`src/verilog/conn_pkg.sv`:
```
/*
  Package for the connection-instance block: register map, field layouts,
  state and kind codes, identifier limits and defaults.
  Assumes an APB master with 32-bit data and one aligned word per register.
*/
package conn_pkg;

  localparam logic [7:0] OFF_STATE = 8'h00;
  localparam logic [7:0] OFF_KIND = 8'h04;
  localparam logic [7:0] OFF_TRIG = 8'h08;
  localparam logic [7:0] OFF_TX_ID = 8'h0C;
  localparam logic [7:0] OFF_RX_ID = 8'h10;
  localparam logic [7:0] OFF_GROUP = 8'h14;
  localparam logic [7:0] OFF_CMD = 8'h18;
  localparam logic [7:0] OFF_IRQ_STAT = 8'h1C;
  localparam logic [7:0] OFF_IRQ_MASK = 8'h20;
  localparam logic [7:0] OFF_TX_FRAME = 8'h24;

  typedef enum logic [7:0] {
    ST_NONE = 8'h00,
    ST_CONFIG = 8'h01,
    ST_WAIT_ID = 8'h02,
    ST_ESTAB = 8'h03,
    ST_TIMEOUT = 8'h04
  } conn_state_t;

  localparam logic [7:0] KIND_EXPLICIT = 8'h00;
  localparam logic [7:0] KIND_IO = 8'h01;

  localparam logic [15:0] ID_MAX = 16'h07F0;
  localparam logic [15:0] ID_DEFAULT = 16'hFFFF;
  localparam logic [7:0] TRIG_RESET = 8'h00;
  localparam logic [7:0] GROUP_RESET = 8'hFF;
  localparam logic [3:0] GROUP_MAX = 4'h3;
  localparam logic [3:0] GROUP_DEFAULT = 4'hF;

  localparam int TRIG_PROD_BIT = 0;
  localparam int TRIG_CONS_BIT = 1;

  // Command register bits
  localparam int CMD_CREATE = 0;
  localparam int CMD_CREATE_DYN = 1;
  localparam int CMD_APPLY = 2;
  localparam int CMD_DELETE = 3;
  localparam int CMD_SEND = 4;

  // Interrupt status bits
  localparam int EV_ESTAB = 0;
  localparam int EV_WAIT_ID = 1;
  localparam int EV_TIMEOUT = 2;
  localparam int EV_RX = 3;
  localparam int EV_FREED = 4;
  localparam int EV_REFUSED = 5;
  localparam int EV_W = 6;

  localparam logic [31:0] TIMEOUT_DEFAULT = 32'h0000_1000;

  typedef struct packed {
    logic valid;
    logic [10:0] ident;
  } can_frame_t;

endpackage : conn_pkg

```
`src/verilog/conn_instance.sv`:
```
/*
  One connection instance of a CAN-based fieldbus node, with APB registers,
  identifier match on receive, identifier insertion on transmit, inactivity
  timer and a level interrupt.
  Assumes all inputs are synchronous to i_sys_clk and that the CAN
  controller accepts a one-cycle transmit request.
*/
// Overview of operation
// RQ1: State code 0 none, 1 config, 2 wait id, 3 established, 4 timed-out.
// RQ2: Created instance stays in configuring until configured and told to apply.
// RQ3: Apply without a generated identifier goes to waiting-for-identifier.
// RQ4: Established is reached only after configuration has been applied.
// RQ5: Inactivity timer expiry moves the instance to timed-out.
// RQ6: Dynamic instance is freed if its explicit link breaks before established.
// RQ7: Entering established starts all timers of the instance.
// RQ8: Kind is 0 explicit, 1 I/O; other values reserved.
// RQ9: Eight-bit role-and-trigger byte marks producing, consuming or both.
// RQ10: Transmit frames carry the transmit identifier, range 0 to 7F0.
// RQ11: Transmit identifier defaults to FFFF for I/O and stays so when consumer only.
// RQ12: Receive frames accepted only when identifier equals receive identifier.
// RQ13: Receive identifier defaults to FFFF for I/O and stays so when producer only.
// RQ14: Message-group byte holds production and consumption halves.
// RQ15: Attributes take their defaults unless otherwise dictated.
// RQ16: Upper half selects production group 0 to 3, F default.
// RQ17: Lower half selects consumption group 0 to 3, F default.
// RQ18: Reserved codes written to state, kind or identifiers are refused.
`timescale 1ns/1ns
module conn_instance #(
  parameter logic [31:0] TIMEOUT_CYCLES = conn_pkg::TIMEOUT_DEFAULT
) (
  input wire logic i_sys_clk,
  input wire logic i_rst,
  input wire logic i_ce,
  input wire logic psel,
  input wire logic penable,
  input wire logic pwrite,
  input wire logic [7:0] paddr,
  input wire logic [31:0] pwdata,
  output logic [31:0] prdata,
  output logic pready,
  output logic pslverr,
  input wire conn_pkg::can_frame_t i_rx_frame,
  input wire logic i_explicit_link_up,
  output conn_pkg::can_frame_t o_tx_frame,
  output logic o_rx_accept,
  output logic o_irq
);

  // A zero count would never time out: expiry is taken at a count of one and the timer stops at zero
  if (TIMEOUT_CYCLES == 32'h0000_0000) begin : g_bad_timeout
    $error("TIMEOUT_CYCLES must be nonzero");
  end

  conn_pkg::conn_state_t state_q;
  logic [7:0] kind_q;
  logic [7:0] trig_q;
  logic [15:0] tx_id_q;
  logic [15:0] rx_id_q;
  logic [7:0] group_q;
  logic dyn_q;
  logic [31:0] timer_q;
  logic [conn_pkg::EV_W-1:0] stat_q;
  logic [conn_pkg::EV_W-1:0] mask_q;
  logic [conn_pkg::EV_W-1:0] ev;
  logic [conn_pkg::EV_W-1:0] stat_d;

  logic wr;
  logic rd;
  logic cmd_wr;
  logic produces;
  logic consumes;
  logic id_ok;
  logic ids_ready;
  logic apply_ok;
  logic timer_expired;
  logic link_broken;
  logic rx_hit;
  logic refused;

  assign wr = i_ce && psel && penable && pwrite;
  assign rd = i_ce && psel && penable && !pwrite;
  assign cmd_wr = wr && (paddr == conn_pkg::OFF_CMD);
  assign pready = 1'b1;
  assign produces = trig_q[conn_pkg::TRIG_PROD_BIT]; // RQ9
  assign consumes = trig_q[conn_pkg::TRIG_CONS_BIT]; // RQ9
  assign id_ok = (pwdata[15:0] <= conn_pkg::ID_MAX) || (pwdata[15:0] == conn_pkg::ID_DEFAULT);

  // Both used identifiers must be valid before the link can run
  assign ids_ready = (!produces || tx_id_q <= conn_pkg::ID_MAX)
                  && (!consumes || rx_id_q <= conn_pkg::ID_MAX);
  assign apply_ok = cmd_wr && pwdata[conn_pkg::CMD_APPLY] && state_q == conn_pkg::ST_CONFIG;
  assign timer_expired = state_q == conn_pkg::ST_ESTAB && timer_q == 32'h0000_0001;
  assign link_broken = dyn_q && !i_explicit_link_up
                    && (state_q == conn_pkg::ST_CONFIG || state_q == conn_pkg::ST_WAIT_ID);
  assign rx_hit = i_rx_frame.valid && state_q == conn_pkg::ST_ESTAB && consumes
               && {5'h00, i_rx_frame.ident} == rx_id_q; // RQ12

  // Attribute writes are legal only while the instance exists
  logic attr_wr;
  assign attr_wr = wr && state_q != conn_pkg::ST_NONE;

  // Lifecycle state
  always_ff @(posedge i_sys_clk) begin
    if (i_rst) begin
      state_q <= conn_pkg::ST_NONE; // RQ1
      dyn_q <= 1'b0;
    end else if (i_ce) begin
      if (link_broken) begin
        state_q <= conn_pkg::ST_NONE; // RQ6
        dyn_q <= 1'b0;
      end else if (cmd_wr && pwdata[conn_pkg::CMD_DELETE]) begin
        state_q <= conn_pkg::ST_NONE;
        dyn_q <= 1'b0;
      end else if (cmd_wr && state_q == conn_pkg::ST_NONE
                   && (pwdata[conn_pkg::CMD_CREATE] || pwdata[conn_pkg::CMD_CREATE_DYN])) begin
        state_q <= conn_pkg::ST_CONFIG; // RQ2
        dyn_q <= pwdata[conn_pkg::CMD_CREATE_DYN];
      end else if (apply_ok) begin
        state_q <= ids_ready ? conn_pkg::ST_ESTAB : conn_pkg::ST_WAIT_ID; // RQ3 RQ4
      end else if (state_q == conn_pkg::ST_WAIT_ID && ids_ready) begin
        state_q <= conn_pkg::ST_ESTAB; // RQ4
      end else if (timer_expired) begin
        state_q <= conn_pkg::ST_TIMEOUT; // RQ5
      end
    end
  end

  // Attributes; reserved values are refused and leave the field alone
  always_ff @(posedge i_sys_clk) begin
    if (i_rst) begin
      kind_q <= conn_pkg::KIND_IO;
      trig_q <= conn_pkg::TRIG_RESET;
      tx_id_q <= conn_pkg::ID_DEFAULT; // RQ11 RQ15
      rx_id_q <= conn_pkg::ID_DEFAULT; // RQ13 RQ15
      group_q <= conn_pkg::GROUP_RESET; // RQ16 RQ17
    end else if (i_ce) begin
      if (cmd_wr && state_q == conn_pkg::ST_NONE
          && (pwdata[conn_pkg::CMD_CREATE] || pwdata[conn_pkg::CMD_CREATE_DYN])) begin
        kind_q <= conn_pkg::KIND_IO;
        trig_q <= conn_pkg::TRIG_RESET;
        tx_id_q <= conn_pkg::ID_DEFAULT; // RQ15
        rx_id_q <= conn_pkg::ID_DEFAULT;
        group_q <= conn_pkg::GROUP_RESET;
      end else if (attr_wr && state_q == conn_pkg::ST_CONFIG) begin
        // An I/O instance holds the default identifier on any unused direction
        if (paddr == conn_pkg::OFF_KIND && pwdata[7:1] == 7'h00) begin
          kind_q <= pwdata[7:0]; // RQ8 RQ18
          if (pwdata[7:0] == conn_pkg::KIND_IO && !produces) begin
            tx_id_q <= conn_pkg::ID_DEFAULT; // RQ11
          end
          if (pwdata[7:0] == conn_pkg::KIND_IO && !consumes) begin
            rx_id_q <= conn_pkg::ID_DEFAULT; // RQ13
          end
        end
        if (paddr == conn_pkg::OFF_TRIG) begin
          trig_q <= pwdata[7:0]; // RQ9
          if (kind_q == conn_pkg::KIND_IO && !pwdata[conn_pkg::TRIG_PROD_BIT]) begin
            tx_id_q <= conn_pkg::ID_DEFAULT; // RQ11
          end
          if (kind_q == conn_pkg::KIND_IO && !pwdata[conn_pkg::TRIG_CONS_BIT]) begin
            rx_id_q <= conn_pkg::ID_DEFAULT; // RQ13
          end
        end
        if (paddr == conn_pkg::OFF_GROUP) begin
          group_q <= pwdata[7:0]; // RQ14
        end
      end
      // Identifiers may also be set while waiting for them
      if (attr_wr && (state_q == conn_pkg::ST_CONFIG || state_q == conn_pkg::ST_WAIT_ID)) begin
        if (paddr == conn_pkg::OFF_TX_ID && id_ok) begin
          // A consumer-only I/O instance keeps the default
          if (produces || kind_q != conn_pkg::KIND_IO) begin
            tx_id_q <= pwdata[15:0]; // RQ11 RQ18
          end
        end
        if (paddr == conn_pkg::OFF_RX_ID && id_ok) begin
          if (consumes || kind_q != conn_pkg::KIND_IO) begin
            rx_id_q <= pwdata[15:0]; // RQ13 RQ18
          end
        end
      end
    end
  end

  // Refused writes: reserved kind or identifier, or write to state
  always_comb begin
    refused = 1'b0;
    if (wr) begin
      unique case (paddr)
        conn_pkg::OFF_STATE: refused = 1'b1; // RQ18
        conn_pkg::OFF_KIND: refused = pwdata[7:1] != 7'h00; // RQ18
        conn_pkg::OFF_TX_ID: refused = !id_ok;
        conn_pkg::OFF_RX_ID: refused = !id_ok;
        conn_pkg::OFF_GROUP: refused = 1'b0;
        default: refused = 1'b0;
      endcase
    end
  end

  // Inactivity timer, armed on entry to established and rearmed by each accepted receive frame
  always_ff @(posedge i_sys_clk) begin
    if (i_rst) begin
      timer_q <= TIMEOUT_CYCLES;
    end else if (i_ce) begin
      if (state_q != conn_pkg::ST_ESTAB) begin
        timer_q <= TIMEOUT_CYCLES; // RQ7
      end else if (rx_hit) begin
        timer_q <= TIMEOUT_CYCLES;
      end else if (timer_q != 32'h0000_0000) begin
        timer_q <= timer_q - 32'h0000_0001;
      end
    end
  end

  // Transmit request carries the transmit identifier
  always_ff @(posedge i_sys_clk) begin
    if (i_rst) begin
      o_tx_frame <= '0;
      o_rx_accept <= 1'b0;
    end else if (i_ce) begin
      o_tx_frame.valid <= cmd_wr && pwdata[conn_pkg::CMD_SEND]
                       && state_q == conn_pkg::ST_ESTAB && produces;
      o_tx_frame.ident <= tx_id_q[10:0]; // RQ10
      o_rx_accept <= rx_hit; // RQ12
    end
  end

  // Events; set wins over the read clear
  assign ev[conn_pkg::EV_ESTAB] = state_q != conn_pkg::ST_ESTAB
                               && (apply_ok ? ids_ready
                                  : (state_q == conn_pkg::ST_WAIT_ID && ids_ready))
                               && !link_broken;
  assign ev[conn_pkg::EV_WAIT_ID] = apply_ok && !ids_ready && !link_broken;
  assign ev[conn_pkg::EV_TIMEOUT] = timer_expired;
  assign ev[conn_pkg::EV_RX] = rx_hit;
  assign ev[conn_pkg::EV_FREED] = link_broken;
  assign ev[conn_pkg::EV_REFUSED] = refused;

  always_comb begin
    stat_d = stat_q;
    if (rd && paddr == conn_pkg::OFF_IRQ_STAT) begin
      stat_d = '0;
    end
    stat_d = stat_d | ev;
  end

  always_ff @(posedge i_sys_clk) begin
    if (i_rst) begin
      stat_q <= '0;
      mask_q <= '0;
    end else if (i_ce) begin
      stat_q <= stat_d;
      if (wr && paddr == conn_pkg::OFF_IRQ_MASK) begin
        mask_q <= pwdata[conn_pkg::EV_W-1:0];
      end
    end
  end

  assign o_irq = |(stat_q & mask_q);

  // Read data
  always_comb begin
    prdata = 32'h0000_0000;
    pslverr = 1'b0;
    unique case (paddr)
      conn_pkg::OFF_STATE: prdata = {24'h000000, state_q};
      conn_pkg::OFF_KIND: prdata = {24'h000000, kind_q};
      conn_pkg::OFF_TRIG: prdata = {24'h000000, trig_q};
      conn_pkg::OFF_TX_ID: prdata = {16'h0000, tx_id_q};
      conn_pkg::OFF_RX_ID: prdata = {16'h0000, rx_id_q};
      conn_pkg::OFF_GROUP: prdata = {24'h000000, group_q};
      conn_pkg::OFF_CMD: prdata = 32'h0000_0000;
      conn_pkg::OFF_IRQ_STAT: prdata = {26'h0000000, stat_q};
      conn_pkg::OFF_IRQ_MASK: prdata = {26'h0000000, mask_q};
      conn_pkg::OFF_TX_FRAME: prdata = {21'h000000, o_tx_frame.ident};
      default: pslverr = psel && penable;
    endcase
  end
endmodule : conn_instance

```
`config.mk`:
```
export PLATFORM = sky130hd
export DESIGN_NAME = conn_instance
export DESIGN_NICKNAME = d
export VERILOG_FILES = /design/src/verilog/conn_pkg.sv /design/src/verilog/conn_instance.sv
export SDC_FILE = /design/constraint.sdc
export NUM_CORES = 1
export LEC_CHECK = 0
export ABC_AREA = 1
export BUFFER_PORTS_ARGS = -buffer_cell sky130_fd_sc_hd__buf_2
export CORE_UTILIZATION = 40
export DETAILED_ROUTE_END_ITERATION = 8
export SETUP_SLACK_MARGIN = 0.15
export SYNTH_ARGS = -nofsm -noshare
export SYNTH_HDL_FRONTEND = slang
export SYNTH_SLANG_ARGS = --single-unit
```
`constraint.sdc`:
```
create_clock -name i_sys_clk -period 3.57 [get_ports i_sys_clk]
set_input_delay 0 -clock i_sys_clk [delete_from_list [all_inputs] [get_ports i_sys_clk]]
set_output_delay 0 -clock i_sys_clk [all_outputs]
set_load 0.03 [all_outputs]
```
* Yosys cells after proc, flatten, opt, wreduce, memory -nomap -nowiden
Index checks and enable logic that the tools add are counted.
** Cells by class
- $lt $le $gt $ge :: 3
- Equal/unequal tests :: 19
- Bitwise logic cells :: 2
- $add $sub $neg :: 1
- Multiply operators :: 0
- Div/mod/pow operators :: 0
- Reductions and logical operators :: 77
- Muxes and demuxes :: 46
- Shift-type cells :: 0
** Operators by type and width (count)
- $mux W16 :: 18
- $pmux W16 S9 :: 1
- $mux W8 :: 15
- $mux W32 :: 3
- $le A16 B11 Y1 const B :: 3
- $logic_and A1 B1 Y1 :: 38
- $eq A32 B1 Y1 const B :: 1
- $eq A8 B5 Y1 const B :: 4
- $reduce_bool A32 Y1 :: 1
- $sub A32 B1 Y32 const B :: 1
- $eq A8 B1 Y1 const B :: 3
- $eq A11 B16 Y1 :: 1
- $eq A16 B16 Y1 const B :: 1
- $eq A8 B2 Y1 const B :: 2
- $eq A8 B4 Y1 const B :: 2
- $eq A8 B6 Y1 const B :: 2
- $logic_not A8 Y1 :: 2
- $reduce_or A10 Y1 :: 1
- $logic_not A1 Y1 :: 9
- $reduce_and A3 Y1 :: 3
- $eq A8 B3 Y1 const B :: 1
- $ne A8 B1 Y1 const B :: 1
- $ne A8 B2 Y1 const B :: 1
- $reduce_and A2 Y1 :: 4
- 14 further kinds :: 30
** Storage, ports and cells
- RAM bits :: 0
- Register bits after elaboration :: 122
- Word-level logic and storage cells :: 161
- Latch bits :: 0
- Input bits :: 59
- Memory bits (read-only) :: 0
- Memories kept :: 0

* Depth between registers and ports, before layout
Gate-level depths: netlist (run 1).
- Word-level depth :: 11
- Gate-level depth with buffers :: 14
- Depth with buffers taken out :: 14

* Least setup slack after synthesis (run 1)
No wires, ideal clock.
- Path kind :: register to register
- From :: reg timer_q[10]
- To :: reg timer_q[17]
- Data arrival time :: 1.509 ns
- Path slack :: 1.946 ns
- Cell stages (with the launch flop) :: 11
- Data required time :: 3.455 ns
- Period minus slack after synthesis :: 1.624 ns
- Path through :: dfxtp_1 > nor2_1 > nand2_1 > nor2_4 > nand3_2 > o21ai_2 > nand3_2 > buf_6 > buf_6 > a21oi_1 > nor2_1
** On the way
- Cells in the longest elaborated chain, start to end :: 4
- Elaborated cells on any way between the ends :: 7
** RTL lines
- start: declaration :: RTL line conn_instance.sv:61 : logic [31:0] timer_q;
- start signal: assignment :: RTL line conn_instance.sv:210 : timer_q <= timer_q - 32'h0000_0001;
- $sub A32 B1 Y32 :: RTL line conn_instance.sv:210
- $mux W32 :: RTL line conn_instance.sv:209 : end else if (timer_q != 32'h0000_0000) begin
- $mux W32 :: RTL line conn_instance.sv:207 : end else if (rx_hit) begin
- $mux W32 :: RTL line conn_instance.sv:205 : if (state_q != conn_pkg::ST_ESTAB) begin
Several ways; a longest one is shown, not always the timed one. The select of a mux whose other input is x is not followed.
A chain may end at the register's enable or synchronous reset.

* Final worst setup path (run 1)
- From :: reg state_q[2]
- To :: reg timer_q[15]
** On the way
- Cells in the longest elaborated chain, start to end :: 6
- Elaborated cells on any way between the ends :: 9
** RTL lines
- start: declaration :: RTL line conn_instance.sv:54 : conn_pkg::conn_state_t state_q;
- start signal: assignment :: RTL line conn_instance.sv:105 : state_q <= conn_pkg::ST_NONE;
- start signal: assignment :: RTL line conn_instance.sv:109 : state_q <= conn_pkg::ST_NONE;
- start signal: assignment :: RTL line conn_instance.sv:112 : state_q <= conn_pkg::ST_NONE;
- $eq A8 B2 Y1 :: RTL line conn_instance.sv:95 : assign rx_hit = i_rx_frame.valid && state_q == conn_pkg::ST_ESTAB && consumes
- $logic_and A1 B1 Y1 (2 in series) :: RTL line conn_instance.sv:95
- $logic_and A1 B1 Y1 :: RTL line conn_instance.sv:96 : && {5'h00, i_rx_frame.ident} == rx_id_q;
- $reduce_bool A3 Y1 (no line) / $mux W32 (equally long branches)
- $reduce_and A2 Y1 (no line) / $mux W32 (equally long branches)
Several ways; a longest one is shown, not always the timed one.

==> metrics.txt, run 1 <==
placed wire-length estimate 16760 um; Inst Count DP 1459; total number of vias 7806; M1 GR Usage 35.11%; Clk pin slew, worst setup/hold paths 0.06 ns; CP Class reg -> reg; share of layout cells above drive strength 1 11.22%; Core Footprint 17540 um2; later-pin clock latency in the skew report 0.42 ns; antenna violations before repair 0; DRC Markers 0; Longest Clk Path Bufs 2; vias in the first global route 6825; startpoint types register; I/O pin count 107; Mean Syn Cell Area 6.085 um2; clock sinks 117; Cell Area, Synth 7283 um2; CTS tree built; Ant. Diodes 0; Via density 5.207; setup TNS 0 ns; worst path bufs/invs 2; number of flops mapped to enable cells by yosys 0; DRT iter0 DRCs 693; Nets 1323; synth top area cells dfxtp_1 (32%), nand2_1 (17%), nor2_1 (8.6%); Max-Cap Viols 0; Initial Utilization 41.53%; slowest stage cell, crit path nand3_1; fin area 8419 um2; Yosys top cell area share 32.16%; fmax 411.1 MHz; cell row count 48; Synth cell types 43; Main synth FF type dfxtp_1; largest net degree at the start of global routing 59; status finished, final reports clean; Max stage delay on crit path 0.52 ns; Worst EP required 3.88 ns; Syn Inst Count 1197; GR Util All Layers 25.10%; GR Layer Usage met2 37.99%; placed cell area 7722 um2; drt wl/cell 15.27 um; CTS H-Tree Depth 4; synth warn 0; DR pass1 iterations 8; asr flop ratio synth 0%; CP Cell Sequence inv_1 > nand3_1 > nor2_1 > nand2_1 > nor2_1 > nand2_1 > nand3_1 > inv_1 > nand2_1 > nor2_1; crit path max fanout 12; die area 18750 um2; crit path DAT 2.74 ns; port buffer count 73; Clock Skew 0.008292 ns; final hold violations 0; M3 GR Usage 5.222%; Vert. Die Dim 136.9 um; clk root buf clkbuf_16; power per cell area 435.2 nW/um2; Die Wd 136.9 um; busiest grt layer met2; clock buffer count from CTS 17; Seq/Total Area, Yosys 32.16%; Tightest Pin Transition 0.8466 ns; Post-CTS Resized 0; final worst-path cycle share 68.13%; non-filler instance count after layout 1499; final WL 22880 um; Final Wtd Congestion 0.9190; final setup fails 0; VDD IR max 0.0003520 V; GRT overflow 0; Pwr Total 0.003664 W; Yosys reg bits 117; min Tclk post-route 2.432 ns; area leader, netlist dfxtp_1; remaining antenna violation count 0; count of pins over their slew limit 0; CP endpoint kind register; Hold WC Path Type in -> reg; Lkg Pwr 4.240 nW; first-pass GRT wire length 35620 um; RSZ-0062 raised after global routing false; Top delay family on crit path simple AND/OR/NAND/NOR gates; area delta synth->final 15.60%; Worst slew margin 43.56%
## what timing repair did
action,in CTS,in global routing
hold buffers,8,0
setup endpoints to repair,0,0
hold endpoints to repair,19,0
buffers inserted,0,0
## layout make-up
cell class,count,area [um2]
fillers,1834,9117
repair buffers,88,498.0
clock inverters,10,152.6
flip-flops and latches,117,2342
inverters,158,593.1
multi-input cells,879,4088
well taps,225,281.5
clock buffers,22,464.2
## synth_stat cells (all sizes together), types with 2 or more instances
cell type,number
a21oi,90
a221oi,11
a22o,2
buf,36
clkbuf,22
clkinv,3
conb,2
dfxtp,117
ha,3
inv,155
nand2,325
nand3,114
nand3b,23
nand4,20
nor2,177
nor3,21
nor4,3
o2111ai,2
o211ai,3
o21ai,47
o22ai,6
xnor2,2
xor2,6
## routing by layer
metal	share of wire, %	routed length [um]
met5	0	0
met1	48	10910
met3	7.0	1599
met4	2.3	537
met2	43	9841
## power breakdown
part / internal (W) / total [W] / switching [W] / leakage (nW)
registers: 0.00135 / 0.00139 / 0.0000434 / 0.955
logic: 0.000143 / 0.000459 / 0.000317 / 2.98
clock network: 0.00120 / 0.00181 / 0.000613 / 0.304
total: 0.00269 / 0.00366 / 0.000974 / 4.24
## placed cells by master (no fill, tap or decap), types with 4 or more instances in the layout
cell type,count
nor2_1,166
a221oi_1,11
nand2_2,4
o21ai_0,43
buf_2,73
a21oi_1,86
inv_1,147
inv_2,8
clkbuf_16,17
dfxtp_1,117
o22ai_1,6
a21oi_2,4
buf_4,7
nor2_2,9
xor2_1,6
nand4_1,20
nor3_1,21
bufinv_16,4
nand3b_1,23
clkinv_2,5
dlygate4sd3_1,8
conb_1,17
nand2_1,321
nand3_1,111
## worst reg2reg max path, stage by stage (launching register included)
cell,delay (ns)
dfxtp_1,0.32
inv_1,0.12
nand3_1,0.23
nor2_1,0.16
nand2_1,0.06
nor2_1,0.12
nand2_1,0.18
nand3_1,0.52
inv_1,0.39
nand2_1,0.16
nor2_1,0.05
## worst paths after layout
check	slack [ns]	endpoint	cells past startpoint	from
worst max register to register	1.14	timer_q[15]	10	state_q[2]
worst min register to register	0.46	group_q[4]	2	group_q[4]
worst max-delay path	1.14	timer_q[15]	10	state_q[2]
worst min-delay path	0.02	rx_id_q[9]	7	pwdata[9]
## metrics by stage
| stage | utilization (%) | setup WS (ns) | hold slack [ns] |
|---|---|---|---|
| floorplan | - | 1.946 | 0.1406 |
| global placement | 44.04 | 1.135 | 0.3273 |
| detailed placement | 44.04 | 1.144 | 0.3239 |
| CTS | 48.01 | 1.127 | 0.005165 |
| global route | 48.01 | 0.8604 | 0.04481 |
| finish | 48.01 | 1.138 | 0.01958 |
## logic make-up after synthesis
| kind of cell | Yosys count | synth area share, % |
|---|---|---|
| AO/OA/AOI/OAI | 166 | 13.23 |
| XOR/XNOR | 8 | 0.9621 |
| adder cells (fa/ha/maj) | 3 | 0.5154 |
| buffers and inverters | 216 | 12.49 |
| flip-flops | 117 | 32.16 |
| other | 2 | 0.1031 |
| AND/OR/NAND/NOR | 685 | 40.54 |
## sequential cells by signal, indices dropped and copies added, names as in the netlist
signal	cells
dyn_q	1
group_q	8
kind_q	8
mask_q	6
o_rx_accept	1
o_tx_frame	12
rx_id_q	16
stat_q	6
state_q	3
timer_q	32
trig_q	8
tx_id_q	16
Power figures use the tool's default switching activity.
==> run 2: changes to the inputs <==
--- a/config.mk
+++ b/config.mk
@@ -5,7 +5,7 @@
 export SDC_FILE = /design/constraint.sdc
 export NUM_CORES = 1
 export LEC_CHECK = 0
-export ABC_AREA = 1
+export ABC_AREA = 0
 export BUFFER_PORTS_ARGS = -buffer_cell sky130_fd_sc_hd__buf_2
 export CORE_UTILIZATION = 40
 export DETAILED_ROUTE_END_ITERATION = 8
==> constraint.sdc (replaced) <==
create_clock -name i_sys_clk -period 1.96 [get_ports i_sys_clk]
set_input_delay 0 -clock i_sys_clk [delete_from_list [all_inputs] [get_ports i_sys_clk]]
set_output_delay 0 -clock i_sys_clk [all_outputs]
set_load 0.03 [all_outputs]
==> run 2 against run 1 <==
The flow now finishes with violations (setup timing); global-route usage grew 5.2 points; sequential power increased by 77%; worst setup slack lost 1.8 ns; combinational power is 150% higher; first-iteration DRC count is 7.4% higher; maximum frequency is 5.9% lower; critical endpoint is now timer_q[19]; largest power group unchanged.
==> metrics.txt, run 2 <==
clock buffer count from CTS 17 (unchanged); total number of vias 6958 (-11%); final hold violations 0 (unchanged); Ant. Diodes 0 (unchanged); Synth cell types 70 (+63%); most frequent CP cell or4_4; final worst-path cycle share 131.9% (+64 points); fmax 386.8 MHz (-5.9%); Main synth FF type dfxtp_1; area delta synth->final 63.50%; Inst Count DP 1077 (-26%); I/O pin count 107 (unchanged); worst setup margin -0.6256 ns (-1.763 ns); Max stage delay on crit path 0.53 ns (about the same); most frequent cells in the layout buf_4 (173), dfxtp_1 (105), buf_2 (70), nor2_1 (63), buf_6 (42); vias in the first global route 6575 (-3.7%); area leader, netlist dfxtp_1; crit path max fanout 10 (-2); first-pass GRT wire length 34910 um (-2.0%); hold path depth 3 (-4); DRT iter0 DRCs 744 (+7.4%); Clock Skew 0.009602 ns (+0.001309 ns); setup TNS -18.04 ns (-18.04 ns); Yosys reg bits 117 (unchanged); Regs by FF count timer_q: 32 flops, rx_id_q: 16 flops, tx_id_q: 16 flops; Vert. Die Dim 123.8 um (-9.6%); Yosys top cell area share 39.47% (+7.3 points); port buffer count 73 (unchanged); die area 15330 um2 (-18%); synth top area cells dfxtp_1 (39%), nor2_1 (4.6%), o22a_1 (4.0%); number of flops mapped to enable cells by yosys 0 (unchanged); r2r startpoint rx_id_q[12]; Via density 6.009 (+15%); final setup fails 61 (+61); final WL 23390 um (+2.2%); clock sinks 117 (unchanged); most common cell after layout, fill and taps aside buf_4; power per cell area 698.6 nW/um2 (+61%); Seq/Total Area, Yosys 39.47% (+7.3 points); count of pins over their slew limit 0 (unchanged); CP Cell Sequence or4_4 > or4_4 > o41a_1 > buf_6 > buf_4 > a2111oi_4 > xnor2_1 > nor2_1; Mean Syn Cell Area 8.727 um2 (+43%); Syn Inst Count 680 (-43%); drt wl/cell 20.19 um (+32%); crit path DAT 2.90 ns (+0.16 ns); Final Util 67.02% (+19 points); antenna violations before repair 0 (unchanged); flip-flop count of the largest register after layout 32 (unchanged); CP endpoint kind register; Longest Clk Path Bufs 2 (unchanged); non-filler instance count after layout 1158 (-23%); Most flops, register timer_q; GR Util All Layers 30.29% (+5.2 points); min Tclk post-route 2.586 ns (+0.1532 ns); Final Wtd Congestion 0.9698 (+5.5%); Die Wd 123.8 um (-9.6%); VDD IR max 0.0006942 V (+97%); Lkg Pwr 3.967 nW (-6.4%); Max-Cap Viols 0 (unchanged); later-pin clock latency in the skew report 0.42 ns (about the same); status finished with violations; startpoint types register; clk root buf clkbuf_16; cells on worst reg2reg path 8 (-2); CTS tree built; placed wire-length estimate 15540 um (-7.3%); share of layout cells above drive strength 1 46.92% (+36 points); synth warn 0 (unchanged); Reg-to-Reg End timer_q[19]; top-count cell post-synth dfxtp_1; Clk pin slew, worst setup/hold paths 0.06 ns (about the same); CTS H-Tree Depth 4 (unchanged); Hold WC Path Type in -> reg; Post-synth top cells dfxtp_1 (117), nor2_1 (73), a21oi_1 (39), nand2_1 (37), nand3_1 (34); Initial Utilization 40.99% (-0.54 points); Core Footprint 14480 um2 (-17%); WHS Endpoint rx_id_q[4]; cell row count 44 (-8.3%); DRC Markers 0 (unchanged); CP Class reg -> reg; Nets 1023 (-23%); Worst EP required 2.27 ns (-1.61 ns); GRT overflow 0 (unchanged); Cell Area, Synth 5934 um2 (-19%); hold path startpoint pwdata[4]; failing checks setup timing; largest net degree at the start of global routing 39 (-34%); flop-to-flop setup slack -0.63 ns (-1.76 ns); RSZ-0062 raised after global routing true; DR pass1 iterations 7 (-1); remaining antenna violation count 0 (unchanged); slowest stage cell, crit path or4_4; asr flop ratio synth 0% (unchanged)
run 2: how the worst max path moves through the flow:
stage                            from     endpoint  depth (start not counted)
after floorplan           rx_id_q[12]  timer_q[23]                          7
after global placement    rx_id_q[12]  timer_q[25]                          8
after detailed placement  rx_id_q[12]  timer_q[17]                          7
after CTS                 rx_id_q[12]  timer_q[23]                          8
after global routing      rx_id_q[12]  timer_q[17]                          8
final                     rx_id_q[12]  timer_q[19]                          8
run 2: kinds of logic (layout without fill, tap and decap cells):
family | count (synthesis) | count (layout) | share of synthesized area (%)
buffers and inverters | 63 | 342 | 5.292
muxes | 16 | 16 | 2.699
AOI/OAI and AO/OA | 190 | 190 | 24.67
DFF | 117 | 117 | 39.47
adders and majority gates | 3 | 3 | 0.6326
other | 2 | 17 | 0.1265
xor gates and xnor gates | 26 | 26 | 3.837
and+or+nand+nor | 263 | 263 | 23.28
run 2: per-layer routing:
metal | track usage [%] | wire [um] | vias to the layer above | share of wire [%]
met4 | 11.90 | 495 | 0 | 2.1
met5 | 0 | 0 | - | 0
met2 | 46.32 | 10810 | 382 | 46
li1 | - | - | 3125 | -
met3 | 5.037 | 1896 | 54 | 8.1
met1 | 42.23 | 10190 | 3397 | 44
run 2: what timing repair did:
action / in CTS / in global routing
resized for setup: 102 / 110
gates cloned: 3 / 2
setup buffers: 18 / 19
setup endpoints to repair: 102 / 107
hold buffers: 7 / 0
pin swaps: 25 / 57
endpoints found under the hold margin: 13 / 0
run 2: report_power, final:
part	leakage, nW	switching [W]	internal (W)
Sequential	0.953	0.0000386	0.00242
Clock	0.281	0.00115	0.00202
Combinational	2.73	0.000640	0.000502
Total	3.97	0.00183	0.00495
run 2: critical path: cells and delay by family (launching register included):
family          cells  cell delay [ns]
simple gates        3             1.05
compound gates      2             0.63
buf+inv             2             0.32
xor+xnor            1             0.17
flops               1             0.32
run 2: stage by stage:
step           hold slack (ns)  total power, W  area [um2]  worst slack (ns)
6_report               0.02730        0.006778        9703           -0.6256
5_1_grt                0.01269        0.006969        9703           -0.6962
3_3_place_gp            0.2435        0.003390        7855           -0.5746
3_5_place_dp            0.2461        0.003408        7855           -0.6198
4_1_cts             0.00002981        0.006687        9061           -0.5710
2_1_floorplan           0.1191        0.003035        6216           -0.4935
run 2: final cells by class:
cell class | instances | area [um2]
repair buffers | 301 | 2360
multi-input cells | 515 | 4120
inverters | 9 | 33.78
clock buffers | 19 | 442.9
well taps | 184 | 230.2
fillers | 1093 | 4776
flip-flops and latches | 117 | 2360
clock inverters | 13 | 156.4
==> run 3: changes to the inputs <==
--- a/config.mk
+++ b/config.mk
@@ -7,8 +7,10 @@
 export LEC_CHECK = 0
 export ABC_AREA = 0
 export BUFFER_PORTS_ARGS = -buffer_cell sky130_fd_sc_hd__buf_2
-export CORE_UTILIZATION = 40
+export CORE_ASPECT_RATIO = 1.4
+export CORE_UTILIZATION = 51
 export DETAILED_ROUTE_END_ITERATION = 8
+export PLACE_DENSITY = 0.77
 export SETUP_SLACK_MARGIN = 0.15
 export SYNTH_ARGS = -nofsm -noshare
 export SYNTH_HDL_FRONTEND = slang
==> run 3 against run 2 <==
Via count increased by 14%; sequential cell count did not move; global-route usage up 13 points; utilization rose by 18 points; the run still ends with setup timing left; highest routed layer unchanged; sequential power about the same; combinational power rose by 7%; first-iteration DRC count grew 49%; worst setup slack got worse by 0.17 ns; clock skew grew 0.0047 ns; sequential share of layout area is 0.20 points higher; critical path type unchanged.
==> metrics.txt, run 3 (same netlist as run 2, synthesis figures left out) <==
CP Class reg -> reg; power per cell area 706.5 nW/um2 (+1.1%); DRC Markers 0 (unchanged); DRT iter0 DRCs 1108 (+49%); Most flops, register timer_q; failing checks setup timing; worst path bufs/invs 1 (-1); clk root buf clkbuf_16; final WL 29760 um (+27%); Via density 7.192 (+20%); Max-Cap Viols 0 (unchanged); Fin Hold WS 0.03170 ns (+0.004403 ns); Nets 1007 (-1.6%); I/O pin count 107 (unchanged); first-pass GRT wire length 39390 um (+13%); drt wl/cell 27.03 um (+34%); share of layout cells above drive strength 1 47.18% (+0.26 points); DR pass1 iterations 6 (-1); Clock Skew 0.01427 ns (+0.004664 ns); Worst slew margin 56.55%; worst setup margin -0.7930 ns (-0.1674 ns); Core Footprint 11340 um2 (-22%); VDD IR max 0.0007693 V (+11%); cell row count 46 (+4.5%); final worst-path cycle share 140.5% (+8.5 points); min Tclk post-route 2.753 ns (+0.1674 ns); Die Wd 93.17 um (-25%); GRT overflow 0 (unchanged); CP endpoint kind register; count of pins over their slew limit 0 (unchanged); most common cell after layout, fill and taps aside buf_4; Longest Clk Path Bufs 2 (unchanged); Final Wtd Congestion 1.009 (+4.0%); final setup fails 58 (-4.9%); crit path DAT 3.12 ns (+0.22 ns); placed wire-length estimate 15660 um (+0.77%); flip-flop count of the largest register after layout 32 (unchanged); Top delay family on crit path simple AND/OR/NAND/NOR gates; Lkg Pwr 3.875 nW (-2.3%); Initial Utilization 52.34% (+11 points); largest net degree at the start of global routing 39 (unchanged); Final Util 84.79% (+18 points); Inst Count DP 1028 (-4.5%); Worst EP required 2.33 ns (+0.06 ns); area delta synth->final 62.01%; RSZ-0062 raised after global routing true; fmax 363.2 MHz (-6.1%); non-filler instance count after layout 1101 (-4.9%); clock sinks 117 (unchanged); port buffer count 73 (unchanged); GR Util All Layers 43.64% (+13 points); die area 12080 um2 (-21%); later-pin clock latency in the skew report 0.44 ns (+0.02 ns); Pwr Total 0.006793 W (+0.21%); clock buffer count from CTS 17 (unchanged); CP Cell Sequence or4_4 > or4_4 > buf_6 > o41ai_4 > o211ai_4 > or4b_4 > a21oi_2; remaining antenna violation count 0 (unchanged); crit path max fanout 5 (-5); vias in the first global route 7570 (+15%); Regs by FF count timer_q: 32 flops, rx_id_q: 16 flops, tx_id_q: 16 flops; most frequent cells in the layout buf_4 (167), dfxtp_1 (105), buf_2 (68), nor2_1 (66), nand2_1 (31); CTS tree built; antenna violations before repair 1 (+1); Max stage delay on crit path 0.58 ns (+0.05 ns); slowest stage cell, crit path or4b_4; Vert. Die Dim 129.6 um (+4.7%); CTS H-Tree Depth 4 (unchanged); startpoint types register; status finished with violations; Tightest Pin Transition 0.6517 ns; most frequent CP cell or4_4; Clk pin slew, worst setup/hold paths 0.06 ns (about the same); total number of vias 7918 (+14%); Hold WC Path Type in -> reg; final hold violations 0 (unchanged)
==> run 3: routing by layer <==
metal | vias to the layer above | wire length, um | part of all wire (%) | track usage [%]
met5 | - | 0 | 0 | 0
met4 | 0 | 3671 | 12 | 37.10
met3 | 372 | 3327 | 11 | 14.32
met2 | 843 | 13710 | 46 | 73.53
met1 | 3616 | 9046 | 30 | 43.12
li1 | 3087 | - | - | -
==> run 3: path summary, 6_finish.rpt <==
path,from,end,slack [ns],cells past startpoint
worst max-delay path,rx_id_q[12],timer_q[28],-0.79,7
worst min-delay path,i_rst,group_q[6],0.03,3
worst max register to register,rx_id_q[12],timer_q[28],-0.79,7
worst min register to register,trig_q[2],trig_q[2],0.47,2
==> run 3: cell type report <==
cell class | instances | area (um2)
antenna | 1 | 2.502
sequential | 117 | 2357
clock inverter | 9 | 105.1
tap | 144 | 180.2
clock buffer | 21 | 460.4
inverter | 9 | 33.78
fill | 555 | 1724
multi-input combinational | 515 | 4247
timing repair buffer | 285 | 2228
==> run 3: timing repair <==
action	in CTS	in global routing
hold buffers	8	0
setup endpoints to repair	99	108
endpoints found under the hold margin	13	0
setup buffers	12	19
pin swaps	46	52
resized for setup	93	117
cloned	2	1
==> run 3: worst min-delay path, cell delays in order <==
cell and delay [ns]:
buf_2 0.10, clkinv_1 0.21, o21ai_1 0.10
==> run 3: power by group <==
group / leakage [nW] / internal [W] / switching (W)
registers: 0.952 / 0.00243 / 0.0000449
logic: 2.66 / 0.000501 / 0.000718
clock network: 0.267 / 0.00191 / 0.00119
==> run 3: through the flow <==
step           instance area [um2]  setup TNS [ns]  setup slack, ns
2_1_floorplan                 6216          -12.88          -0.4935
3_3_place_gp                  7762          -22.28          -0.5731
3_5_place_dp                  7762          -24.51          -0.6718
4_1_cts                       8974          -18.11          -0.6732
5_1_grt                       9612          -29.98          -0.8822
6_report                      9614          -25.62          -0.7930
